===== src/pkg/tse_pkg.sv =====
// Purpose: Shared constants and types for the trap syndrome encoder.
// Assumes: One core clock; trap requests come from logic on that clock.
// Notes:   Class codes for illegal state and alignment faults are plain defaults.
package tse_pkg;

  // ------------------------------------------------------------------
  // Exception class codes
  // ------------------------------------------------------------------
  localparam logic [5:0] EC_UNKNOWN   = 6'h00;
  localparam logic [5:0] EC_COPROC_LS = 6'h06;
  localparam logic [5:0] EC_FP_SIMD   = 6'h07;
  localparam logic [5:0] EC_VECTOR    = 6'h19;
  localparam logic [5:0] EC_ILLEGAL   = 6'h0e;
  localparam logic [5:0] EC_PC_ALIGN  = 6'h22;
  localparam logic [5:0] EC_SP_ALIGN  = 6'h26;

  // ------------------------------------------------------------------
  // Field positions and values
  // ------------------------------------------------------------------
  localparam int         POS_CV      = 24;
  localparam int         POS_CONDITION_CODE_FIELD    = 20;
  localparam int         POS_IMM8    = 12;
  localparam int         POS_OFFSET  = 4;
  localparam int         POS_AM      = 1;
  localparam int         POS_DIR     = 0;
  localparam logic [3:0] CONDITION_CODE_FIELD_ALWAYS = 4'he;

  // ------------------------------------------------------------------
  // Register offsets, fields and reset values
  // ------------------------------------------------------------------
  localparam logic [7:0] REG_SYND      = 8'h00;
  localparam logic [7:0] REG_CTRL      = 8'h04;
  localparam logic [7:0] REG_STAT      = 8'h08;
  localparam int         POS_CLASS     = 26;
  localparam int         CTRL_CMP_CV   = 0;
  localparam int         CTRL_PASS_AL  = 1;
  localparam int         STAT_CAPT     = 0;
  localparam int         STAT_BADFORM  = 1;
  localparam int         POS_COUNT     = 8;
  localparam logic [1:0] CTRL_RESET    = 2'h1;
  localparam logic [1:0] RESP_OKAY     = 2'h0;
  localparam logic [1:0] RESP_SLVERR   = 2'h2;

  // Kinds of trap that the core reports.
  typedef enum logic [2:0] {
    TK_COPROC_LS,
    TK_FP_SIMD,
    TK_VECTOR,
    TK_ILLEGAL,
    TK_PC_ALIGN,
    TK_SP_ALIGN
  } tse_kind_t;

  // Trap request from the core, valid for one cycle.
  typedef struct packed {
    logic       valid;
    tse_kind_t  kind;
    logic       state64;
    logic       compact;
    logic       conditional;
    logic       knownPass;
    logic [3:0] instrCond;
    logic [7:0] imm8;
    logic       offsetAdd;
    logic       literalForm;
    logic       preIndex;
    logic       writeback;
    logic       isLoad;
  } tse_trap_t;

  // Reported syndrome.
  typedef struct packed {
    logic [5:0]  excClass;
    logic [24:0] payload;
  } tse_synd_t;

  // Whole state of the encoder.
  typedef struct packed {
    tse_synd_t   synd;
    logic        syndValid;
    logic        captured;
    logic        badForm;
    logic [7:0]  count;
    logic [1:0]  ctrl;
    logic        awReady;
    logic        wReady;
    logic        awHeld;
    logic        wHeld;
    logic [7:0]  awAddr;
    logic [31:0] wData;
    logic [3:0]  wStrb;
    logic        bValid;
    logic [1:0]  bResp;
    logic        arReady;
    logic        rValid;
    logic [31:0] rData;
    logic [1:0]  rResp;
  } tse_state_t;

endpackage


===== src/design/tse_trap_syndrome_encoder.sv =====
// Purpose: Builds the exception class and syndrome payload for trapped
//          coprocessor load/store, floating-point, vector, illegal state
//          and alignment exceptions, with an AXI4-Lite register view.
// Assumes: Trap requests and feature straps come from logic on mclk.
// Notes:   The register-number field of the load/store syndrome reads zero.
//
// Notes on behaviour
// RL1 - Offset flag is 1 when the offset is added, 0 when subtracted.
// RL2 - Immediate forms encode unindexed 000, post 001, offset 010, pre 011.
// RL3 - Mode 100 never for stores or compact loads; 110 never for stores.
// RL4 - Modes 101 and 111 are reserved and never produced.
// RL5 - High mode bit shows immediate form (0) or literal form (1).
// RL6 - Low mode bits copy the pre-index and writeback bits.
// RL7 - Direction bit is 0 for a store and 1 for a load.
// RL8 - Coprocessor load/store traps use class 000110.
// RL9 - Floating-point trap covers vector, SIMD, FP and matrix accesses.
// RL10 - With no vector and no FP support the class is 000000.
// RL11 - Condition-valid is 1 for 64-bit state and fixed-width; low 20 zero.
// RL12 - From 64-bit state the condition field holds 1110.
// RL13 - Fixed-width: own condition if conditional, else 1110.
// RL14 - A known-passing conditional may report 1110 or its condition.
// RL15 - Compact: either clear valid flag, or set it with the condition.
// RL16 - Floating-point traps use class 000111.
// RL17 - Vector trap payload is all zero.
// RL18 - With no vector support the vector trap reports class 000000.
// RL19 - Vector traps use class 011001.
// RL20 - Illegal state and PC/SP alignment faults give a zero payload.
// RL21 - Fields need no particular value after a warm reset.
// RL22 - Register-number field is valid only for the immediate form; the code leaves it zero for every form.
// RL23 - Syndrome is captured at entry and held until the next trap.
`timescale 1ns/100ps

module tse_trap_syndrome_encoder
  import tse_pkg::*;
(
  input  wire logic               mclk,
  input  wire logic               rst,
  input  wire tse_pkg::tse_trap_t trap,
  input  wire logic               fpPresent,
  input  wire logic               vecPresent,
  output tse_pkg::tse_synd_t      synd,
  output logic                    syndValid,
  input  wire logic [7:0]         awaddr,
  input  wire logic               awvalid,
  output logic                    awready,
  input  wire logic [31:0]        wdata,
  input  wire logic [3:0]         wstrb,
  input  wire logic               wvalid,
  output logic                    wready,
  output logic [1:0]              bresp,
  output logic                    bvalid,
  input  wire logic               bready,
  input  wire logic [7:0]         araddr,
  input  wire logic               arvalid,
  output logic                    arready,
  output logic [31:0]             rdata,
  output logic [1:0]              rresp,
  output logic                    rvalid,
  input  wire logic               rready
);

  import tse_pkg::*;

  tse_state_t st;
  tse_state_t next_st;

  // ------------------------------------------------------------------
  // Condition fields
  // ------------------------------------------------------------------

  // Returns {valid flag, condition} for a trap that carries a condition.
  function automatic logic [4:0] condFields(input tse_trap_t t, input logic [1:0] ctrl);
    logic [3:0] condition_code_field;
    condition_code_field = t.conditional ? t.instrCond : CONDITION_CODE_FIELD_ALWAYS;
    if (t.state64)
      condFields = {1'b1, CONDITION_CODE_FIELD_ALWAYS};                    // [RL11] [RL12]
    else if (!t.compact)
    begin
      // A known pass may be shown as unconditional when software asks.
      if (t.conditional && t.knownPass && ctrl[CTRL_PASS_AL])
        condFields = {1'b1, CONDITION_CODE_FIELD_ALWAYS};                  // [RL14]
      else
        condFields = {1'b1, condition_code_field};                         // [RL11] [RL13]
    end
    else if (ctrl[CTRL_CMP_CV])
      condFields = {1'b1, condition_code_field};                           // [RL15]
    else
      condFields = 5'h00;                                  // [RL15]
  endfunction

  // ------------------------------------------------------------------
  // Syndrome builder
  // ------------------------------------------------------------------

  // Builds the full syndrome; bad is set when the form needs a
  // reserved or barred mode code and the literal bit had to be dropped.
  function automatic logic [31:0] build(input tse_trap_t t, input logic [1:0] ctrl,
                                        input logic fpOk, input logic vecOk);
    logic [4:0]  cf;
    logic [2:0]  am;
    logic        bad;
    tse_synd_t   s;
    cf  = condFields(t, ctrl);
    am  = {t.literalForm, t.preIndex, t.writeback};      // [RL5] [RL6]
    bad = 1'b0;
    s   = '0;
    // Literal with writeback would be 101 or 111; stores take no literal,
    // compact loads take no literal unindexed form.
    if (t.literalForm && (t.writeback || !t.isLoad ||
        (t.compact && !t.preIndex)))
    begin
      am[2] = 1'b0;                                       // [RL3] [RL4]
      bad   = 1'b1;
    end
    unique case (t.kind)
      TK_COPROC_LS:
      begin
        s.excClass                = EC_COPROC_LS;         // [RL8]
        s.payload[POS_CV]         = cf[4];
        s.payload[POS_CONDITION_CODE_FIELD +: 4]  = cf[3:0];
        s.payload[POS_IMM8 +: 8]  = t.imm8;
        s.payload[POS_OFFSET]     = t.offsetAdd;          // [RL1]
        s.payload[POS_AM +: 3]    = am;                   // [RL2]
        s.payload[POS_DIR]        = t.isLoad;             // [RL7]
        // Register number stays zero: only defined for immediate form. [RL22]
      end
      TK_FP_SIMD:
      begin
        // One class covers FP, SIMD, vector and matrix accesses.
        if (fpOk || vecOk)                                // [RL9]
        begin
          s.excClass               = EC_FP_SIMD;          // [RL16]
          s.payload[POS_CV]        = cf[4];               // [RL11]
          s.payload[POS_CONDITION_CODE_FIELD +: 4] = cf[3:0];
        end
        else
          s.excClass = EC_UNKNOWN;                        // [RL10]
      end
      TK_VECTOR:
        s.excClass = vecOk ? EC_VECTOR : EC_UNKNOWN;      // [RL19] [RL18] [RL17]
      TK_ILLEGAL:
        s.excClass = EC_ILLEGAL;                          // [RL20]
      TK_PC_ALIGN:
        s.excClass = EC_PC_ALIGN;                         // [RL20]
      TK_SP_ALIGN:
        s.excClass = EC_SP_ALIGN;                         // [RL20]
      default:
        s.excClass = EC_UNKNOWN;
    endcase
    build = {bad, s};
  endfunction

  // ------------------------------------------------------------------
  // Register read mux
  // ------------------------------------------------------------------

  // Unmapped offsets read zero with an error response.
  function automatic logic [33:0] readReg(input logic [7:0] a, input tse_state_t s);
    logic [31:0] d;
    logic [1:0]  r;
    d = '0;
    r = RESP_OKAY;
    unique case (a)
      REG_SYND:
      begin
        d[POS_CLASS +: 6] = s.synd.excClass;
        d[24:0]           = s.synd.payload;
      end
      REG_CTRL:
        d[1:0] = s.ctrl;
      REG_STAT:
      begin
        d[STAT_CAPT]       = s.captured;
        d[STAT_BADFORM]    = s.badForm;
        d[POS_COUNT +: 8]  = s.count;
      end
      default:
        r = RESP_SLVERR;
    endcase
    readReg = {r, d};
  endfunction

  // ------------------------------------------------------------------
  // Next state
  // ------------------------------------------------------------------

  // Bus writes are applied before the trap so that a trap arriving with
  // a clear of its status flag still leaves the flag set.
  always_comb
  begin
    logic [31:0] b;
    logic [33:0] rd;
    b          = '0;
    rd         = '0;
    next_st    = st;
    next_st.syndValid = 1'b0;

    // Write address and data are taken independently.
    if (awvalid && st.awReady)
    begin
      next_st.awHeld = 1'b1;
      next_st.awAddr = awaddr;
    end
    if (wvalid && st.wReady)
    begin
      next_st.wHeld = 1'b1;
      next_st.wData = wdata;
      next_st.wStrb = wstrb;
    end
    if (st.bValid && bready)
      next_st.bValid = 1'b0;

    // Both halves held: perform the write and answer.
    if (st.awHeld && st.wHeld && !st.bValid)
    begin
      next_st.awHeld = 1'b0;
      next_st.wHeld  = 1'b0;
      next_st.bValid = 1'b1;
      next_st.bResp  = RESP_OKAY;
      unique case (st.awAddr)
        REG_SYND:
          next_st.bResp = RESP_OKAY;
        REG_CTRL:
          if (st.wStrb[0])
            next_st.ctrl = st.wData[1:0];
        REG_STAT:
          if (st.wStrb[0] && st.wData[STAT_BADFORM])
            next_st.badForm = 1'b0;
        default:
          next_st.bResp = RESP_SLVERR;
      endcase
    end

    // Read channel: data one cycle after the address is taken.
    if (st.rValid && rready)
      next_st.rValid = 1'b0;
    if (arvalid && st.arReady)
    begin
      rd             = readReg(araddr, st);
      next_st.rValid = 1'b1;
      next_st.rData  = rd[31:0];
      next_st.rResp  = rd[33:32];
    end

    // Capture at entry; held until the next trap.
    if (trap.valid)
    begin
      b                 = build(trap, st.ctrl, fpPresent, vecPresent);
      next_st.synd      = b[30:0];                         // [RL23]
      next_st.syndValid = 1'b1;
      next_st.captured  = 1'b1;
      next_st.count     = st.count + 8'h01;
      if (b[31])
        next_st.badForm = 1'b1;                            // [RL4]
    end

    next_st.awReady = !next_st.awHeld && !next_st.bValid;
    next_st.wReady  = !next_st.wHeld && !next_st.bValid;
    next_st.arReady = !next_st.rValid;
  end

  // ------------------------------------------------------------------
  // State register
  // ------------------------------------------------------------------

  // Syndrome is cleared on reset although any value would do; a
  // defined value keeps simulation free of unknowns.
  always_ff @(posedge mclk)
  begin
    if (rst)
    begin
      st      <= '0;                                       // [RL21]
      st.ctrl <= CTRL_RESET;
    end
    else
      st <= next_st;
  end

  // ------------------------------------------------------------------
  // Outputs
  // ------------------------------------------------------------------

  // Every output is a state field.
  assign synd      = st.synd;
  assign syndValid = st.syndValid;
  assign awready   = st.awReady;
  assign wready    = st.wReady;
  assign bvalid    = st.bValid;
  assign bresp     = st.bResp;
  assign arready   = st.arReady;
  assign rvalid    = st.rValid;
  assign rdata     = st.rData;
  assign rresp     = st.rResp;

endmodule


===== config.mk =====
export PLATFORM = sky130hd
export DESIGN_NAME = tse_trap_syndrome_encoder
export DESIGN_NICKNAME = d
export VERILOG_FILES = /design/src/pkg/tse_pkg.sv /design/src/design/tse_trap_syndrome_encoder.sv
export SDC_FILE = /design/constraint.sdc
export NUM_CORES = 1
export LEC_CHECK = 0
export BUFFER_PORTS_ARGS = -buffer_cell sky130_fd_sc_hd__buf_2
export CORE_ASPECT_RATIO = 1.4
export CORE_MARGIN = 2
export CORE_UTILIZATION = 35
export CTS_CLUSTER_DIAMETER = 50
export DETAILED_ROUTE_END_ITERATION = 8
export PLACE_DENSITY = 0.6
export SYNTH_ARGS = -nofsm -noshare
export SYNTH_HDL_FRONTEND = slang
export SYNTH_SLANG_ARGS = --single-unit

===== constraint.sdc =====
create_clock -name mclk -period 2.2 [get_ports mclk]
set_clock_uncertainty 0.05 [all_clocks]
set_input_delay 0.44 -clock mclk [delete_from_list [all_inputs] [get_ports mclk]]
set_output_delay 0.44 -clock mclk [all_outputs]
set_load 0.01 [all_outputs]

==> impl_metrics.xml <==
<?xml version="1.0" encoding="UTF-8"?>
<metrics>
  <group name="timing">
    <metric name="timing.final.crit_share" unit="%">74.28</metric>
    <metric name="unrepaired_setup_endpoints_after_global_routing" unit="">no</metric>
    <metric name="whs" unit="ps">286.4</metric>
    <metric name="drv_slew" unit="">0</metric>
    <metric name="worst_slew_margin_rel" unit="%">61.37</metric>
    <metric name="finalCriticalPeriod" unit="ps">1634</metric>
    <metric name="worst_pin_slew" unit="ps">574.2</metric>
    <metric name="setup_total_negative_slack" unit="ps">0</metric>
    <metric name="setup_violations" unit="">0</metric>
    <metric name="hold_viol" unit="">0</metric>
    <metric name="max_freq" unit="GHz">0.6119</metric>
  </group>
  <group name="critical_path">
    <metric name="start_kind" unit="">register</metric>
    <metric name="r2r_slack" unit="ps">570</metric>
    <metric name="worst_path_most_repeated_cell" unit="">nor4_1</metric>
    <metric name="critPathMaxStageDelay" unit="ps">550</metric>
    <metric name="critical_path.reg2reg.startpoint" unit="">st[76]</metric>
    <metric name="path_depth" unit="">4</metric>
    <metric name="worstPathRequired" unit="ps">2420</metric>
    <metric name="critPathLaunch" unit="">st[76]</metric>
    <metric name="critical_path_buf_inv_count" unit="">0</metric>
    <metric name="critPathArrivalTime" unit="ps">1850</metric>
    <metric name="critical_path.reg2reg.endpoint" unit="">st[87]</metric>
    <metric name="timing.critical_path.slowest_stage_cell" unit="">nor4_1</metric>
    <metric name="crit_chain" unit="">nor4_1 &gt; nand2_1 &gt; nor4_1 &gt; mux2i_1</metric>
    <metric name="path_delay_family" unit="">simple AND/OR/NAND/NOR gates</metric>
    <metric name="endpoint" unit="">st[87]</metric>
    <metric name="critPathMaxFanout" unit="">3</metric>
    <metric name="setup_cp_type" unit="">reg2reg</metric>
    <metric name="crit_path_end_kind" unit="">register</metric>
    <metric name="r2r_cells" unit="">4</metric>
  </group>
  <group name="cells_and_area">
    <metric name="areaGrowthSynthToFinish" unit="%">14.42</metric>
    <metric name="drive_gt1_share" unit="%">31.36</metric>
    <metric name="largest_register_ffs" unit="">28</metric>
    <metric name="post_layout_nets" unit="">590</metric>
    <metric name="nFillCells" unit="">1112</metric>
    <metric name="final_cell_count_no_fill" unit="">648</metric>
    <metric name="num_antenna_cells" unit="">0</metric>
  </group>
  <group name="floorplanning">
    <metric name="initial_core_util" unit="%">35.92</metric>
    <metric name="fp.dieW" unit="µm">93.26</metric>
    <metric name="design.die.area" unit="µm²">12030</metric>
    <metric name="core_region_area" unit="µm²">10870</metric>
    <metric name="floorplan.die.height" unit="µm">129.0</metric>
    <metric name="top_level_ports" unit="">159</metric>
    <metric name="core.rowCount" unit="">45</metric>
  </group>
  <group name="clock_network">
    <metric name="cts.repair.resized" unit="">0</metric>
    <metric name="worst_skew_pair.late_latency" unit="ps">340</metric>
    <metric name="clkTransAtPathRegs" unit="ps">60</metric>
    <metric name="numCtsBuffers" unit="">9</metric>
    <metric name="cts_tree" unit="">built</metric>
    <metric name="cts.root.buffer_cell" unit="">clkbuf_16</metric>
    <metric name="cts_post_setup_buffers_inserted" unit="">0</metric>
    <metric name="clock_path_buffers" unit="">2</metric>
    <metric name="post_cts_hold_buffer_count" unit="">0</metric>
    <metric name="cts.htree.levels" unit="">3</metric>
    <metric name="cts_sinks" unit="">85</metric>
  </group>
  <group name="pwr">
    <metric name="power.leakage" unit="nW">1.875</metric>
    <metric name="share_clk_of_total_power" unit="%">46.0</metric>
    <metric name="power.switching_fraction" unit="%">22.79</metric>
    <metric name="worst_ir_drop_vdd" unit="µV">343.7</metric>
    <metric name="finalPower" unit="mW">3.499</metric>
    <metric name="share_seq_of_total_power" unit="%">46.0</metric>
    <metric name="pwr_cell_area" unit="nW/µm²">783.2</metric>
    <metric name="power.combinational.fraction" unit="%">8.0</metric>
    <metric name="net-switching-power" unit="mW">0.7974</metric>
    <metric name="internal_power" unit="mW">2.701</metric>
  </group>
  <group name="yosys">
    <metric name="yosysSeqAreaShare" unit="%">43.59</metric>
    <metric name="synth_top_area_cells" unit="">dfxtp_1 (44%), buf_4 (13%), nand2_1 (5.9%)</metric>
    <metric name="synth.cell_area" unit="µm²">3904</metric>
    <metric name="share_of_flip_flops_with_an_asynchronous_set_or_reset_after_synthesis" unit="%">0</metric>
    <metric name="post-synth-top-area-fraction" unit="%">43.59</metric>
    <metric name="synth_enable_flop_cells" unit="">0</metric>
    <metric name="syn_inst" unit="">450</metric>
    <metric name="synthFlopType" unit="">dfxtp_1</metric>
    <metric name="count_of_yosys_warnings_during_synthesis" unit="">0</metric>
    <metric name="ys_seq_elements" unit="">85</metric>
    <metric name="post-synth-top-area-cell" unit="">dfxtp_1</metric>
    <metric name="syn_area_per_cell" unit="µm²">8.675</metric>
    <metric name="synth_cell_type_count" unit="">46</metric>
  </group>
  <group name="grt">
    <metric name="grt_max_degree" unit="">53</metric>
    <metric name="grtUsageTotal" unit="%">15.63</metric>
    <metric name="grt.overflow.total" unit="">0</metric>
    <metric name="grt_antenna_before_repair" unit="">0</metric>
    <metric name="first_global_vias" unit="">2965</metric>
    <metric name="grt_first_pass_wirelength" unit="mm">14.51</metric>
  </group>
  <group name="placed_design">
    <metric name="io_buffer_count" unit="">112</metric>
    <metric name="globalplace.congestion" unit="">0.7798</metric>
    <metric name="dp.cells" unit="">633</metric>
    <metric name="sum_of_net_half_perimeters_after_detailed_placement" unit="mm">6.720</metric>
  </group>
  <group name="drt">
    <metric name="vias" unit="">3150</metric>
    <metric name="wl_per_cell" unit="µm">14.20</metric>
    <metric name="detailedRoute.firstIterationViolations" unit="">134</metric>
    <metric name="detail_route.drc_violations" unit="">0</metric>
    <metric name="tritonroute_pass_1_iters" unit="">4</metric>
    <metric name="wirelength" unit="mm">9.200</metric>
    <metric name="route.antenna.remaining_nets" unit="">0</metric>
    <metric name="avgViaCountPerCell" unit="">4.861</metric>
  </group>
  <group name="run_status">
    <metric name="run_status" unit="">finished clean</metric>
  </group>
  <group name="hold_path">
    <metric name="worst_min_path_class" unit="">in2reg</metric>
  </group>
  <group name="job">
    <metric name="max-cap-violations" unit="">0</metric>
  </group>
</metrics>
worst reg2reg max path: cells and delay by family (launching register included):
kind	cells	cell delay, ps
simple gates	3	970
flops	1	310
mux	1	240
through the flow:
step | setup WS [ps] | util (%) | instance area [µm²]
final | 565.9 | 41.11 | 4467
after CTS | 574.6 | 41.11 | 4467
after global routing | 345.2 | 41.11 | 4467
after floorplan | 521.0 | - | 3949
after global placement | 403.4 | 38.20 | 4151
after detailed placement | 379.4 | 38.20 | 4151
routing by layer:
| layer | GRT usage (%) | wire length, µm | vias up |
|---|---|---|---|
| li1 | - | - | 1573 |
| met1 | 18.55 | 3997 | 1465 |
| met2 | 25.94 | 4456 | 97 |
| met3 | 3.747 | 484 | 15 |
| met4 | 8.391 | 261 | 0 |
| met5 | 0 | 0 | - |
worst min-delay path by stage:
| stage | endpoint | cells past startpoint | slack, ps | from |
|---|---|---|---|---|
| 2_1_floorplan | rdata[0] | 2 | 370 | rdata[0] |
| 3_3_place_gp | rdata[14] | 2 | 390 | rdata[14] |
| 3_5_place_dp | rdata[14] | 2 | 390 | rdata[14] |
| 4_1_cts | rdata[0] | 2 | 280 | araddr[1] |
| 5_1_grt | rdata[1] | 2 | 290 | araddr[1] |
| 6_report | rdata[0] | 2 | 290 | araddr[1] |
power by group through the flow:
stage / Combinational, mW / Sequential (mW) / Clock [mW]
4_1_cts: 0.284 / 1.61 / 1.65
3_3_place_gp: 0.278 / 1.64 / 0
3_5_place_dp: 0.283 / 1.65 / 0
5_1_grt: 0.312 / 1.62 / 1.72
6_report: 0.280 / 1.61 / 1.61
2_1_floorplan: 0.194 / 1.64 / 0
cells by family (layout without fill, tap and decap cells):
family / Yosys count / after routing / synth area share [%]
xor gates and xnor gates: 6 / 6 / 1.346
DFF: 85 / 85 / 43.59
muxes: 9 / 9 / 2.308
other: 1 / 13 / 0.09606
adders and majority gates: 1 / 1 / 0.3205
buffers and inverters: 97 / 142 / 16.25
AOI/OAI and AO/OA: 92 / 92 / 16.57
and+or+nand+nor: 159 / 159 / 19.52
cells in the final DEF (no fill, tap or decap), drive strengths merged, types with 2 or more instances in the layout:
master,Yosys,final
a211oi,3,3
a21oi,45,45
a22oi,18,18
a32oi,4,4
and3,2,2
buf,81,119
bufinv,0,2
clkbuf,8,11
clkinv,1,2
conb,1,13
dfxtp,85,85
inv,7,7
mux2i,9,9
nand2,61,61
nand3,18,18
nand3b,3,3
nand4,5,5
nor2,43,43
nor2b,4,4
nor3,7,7
nor3b,2,2
nor4,4,4
o21ai,8,8
o31ai,4,4
o41ai,4,4
or2,2,2
or3,4,4
xor2,5,5
Yosys cell counts, types with 2 or more instances:
library cell / count
nor2_2: 10
nand3_1: 18
nor4_1: 3
o21ai_0: 8
buf_1: 8
a211oi_1: 3
nand4_1: 5
nor3b_1: 2
nor2b_1: 4
o31ai_1: 4
buf_2: 3
dfxtp_1: 85
or2_2: 2
a22oi_2: 10
a21oi_1: 45
nor2_1: 33
mux2i_1: 9
clkbuf_1: 8
a22oi_1: 8
buf_4: 69
nor3_1: 7
nand2_1: 61
inv_1: 7
or3_1: 3
nand3b_1: 3
xor2_1: 5
and3_1: 2
a32oi_1: 4
o41ai_1: 4
final cells by class:
cell class                 instances  area (µm²)  share of cell area, %
clock buffer                      11       242.7                  5.434
clock inverter                     4       72.57                  1.625
inverter                           8       30.03                 0.6723
multi-input combinational        280        1618                  36.22
sequential                        85        1702                  38.10
tap                              141       176.4                  3.950
timing repair buffer             119       625.6                  14.01
No activity file was read; power rests on OpenSTA's default activity.
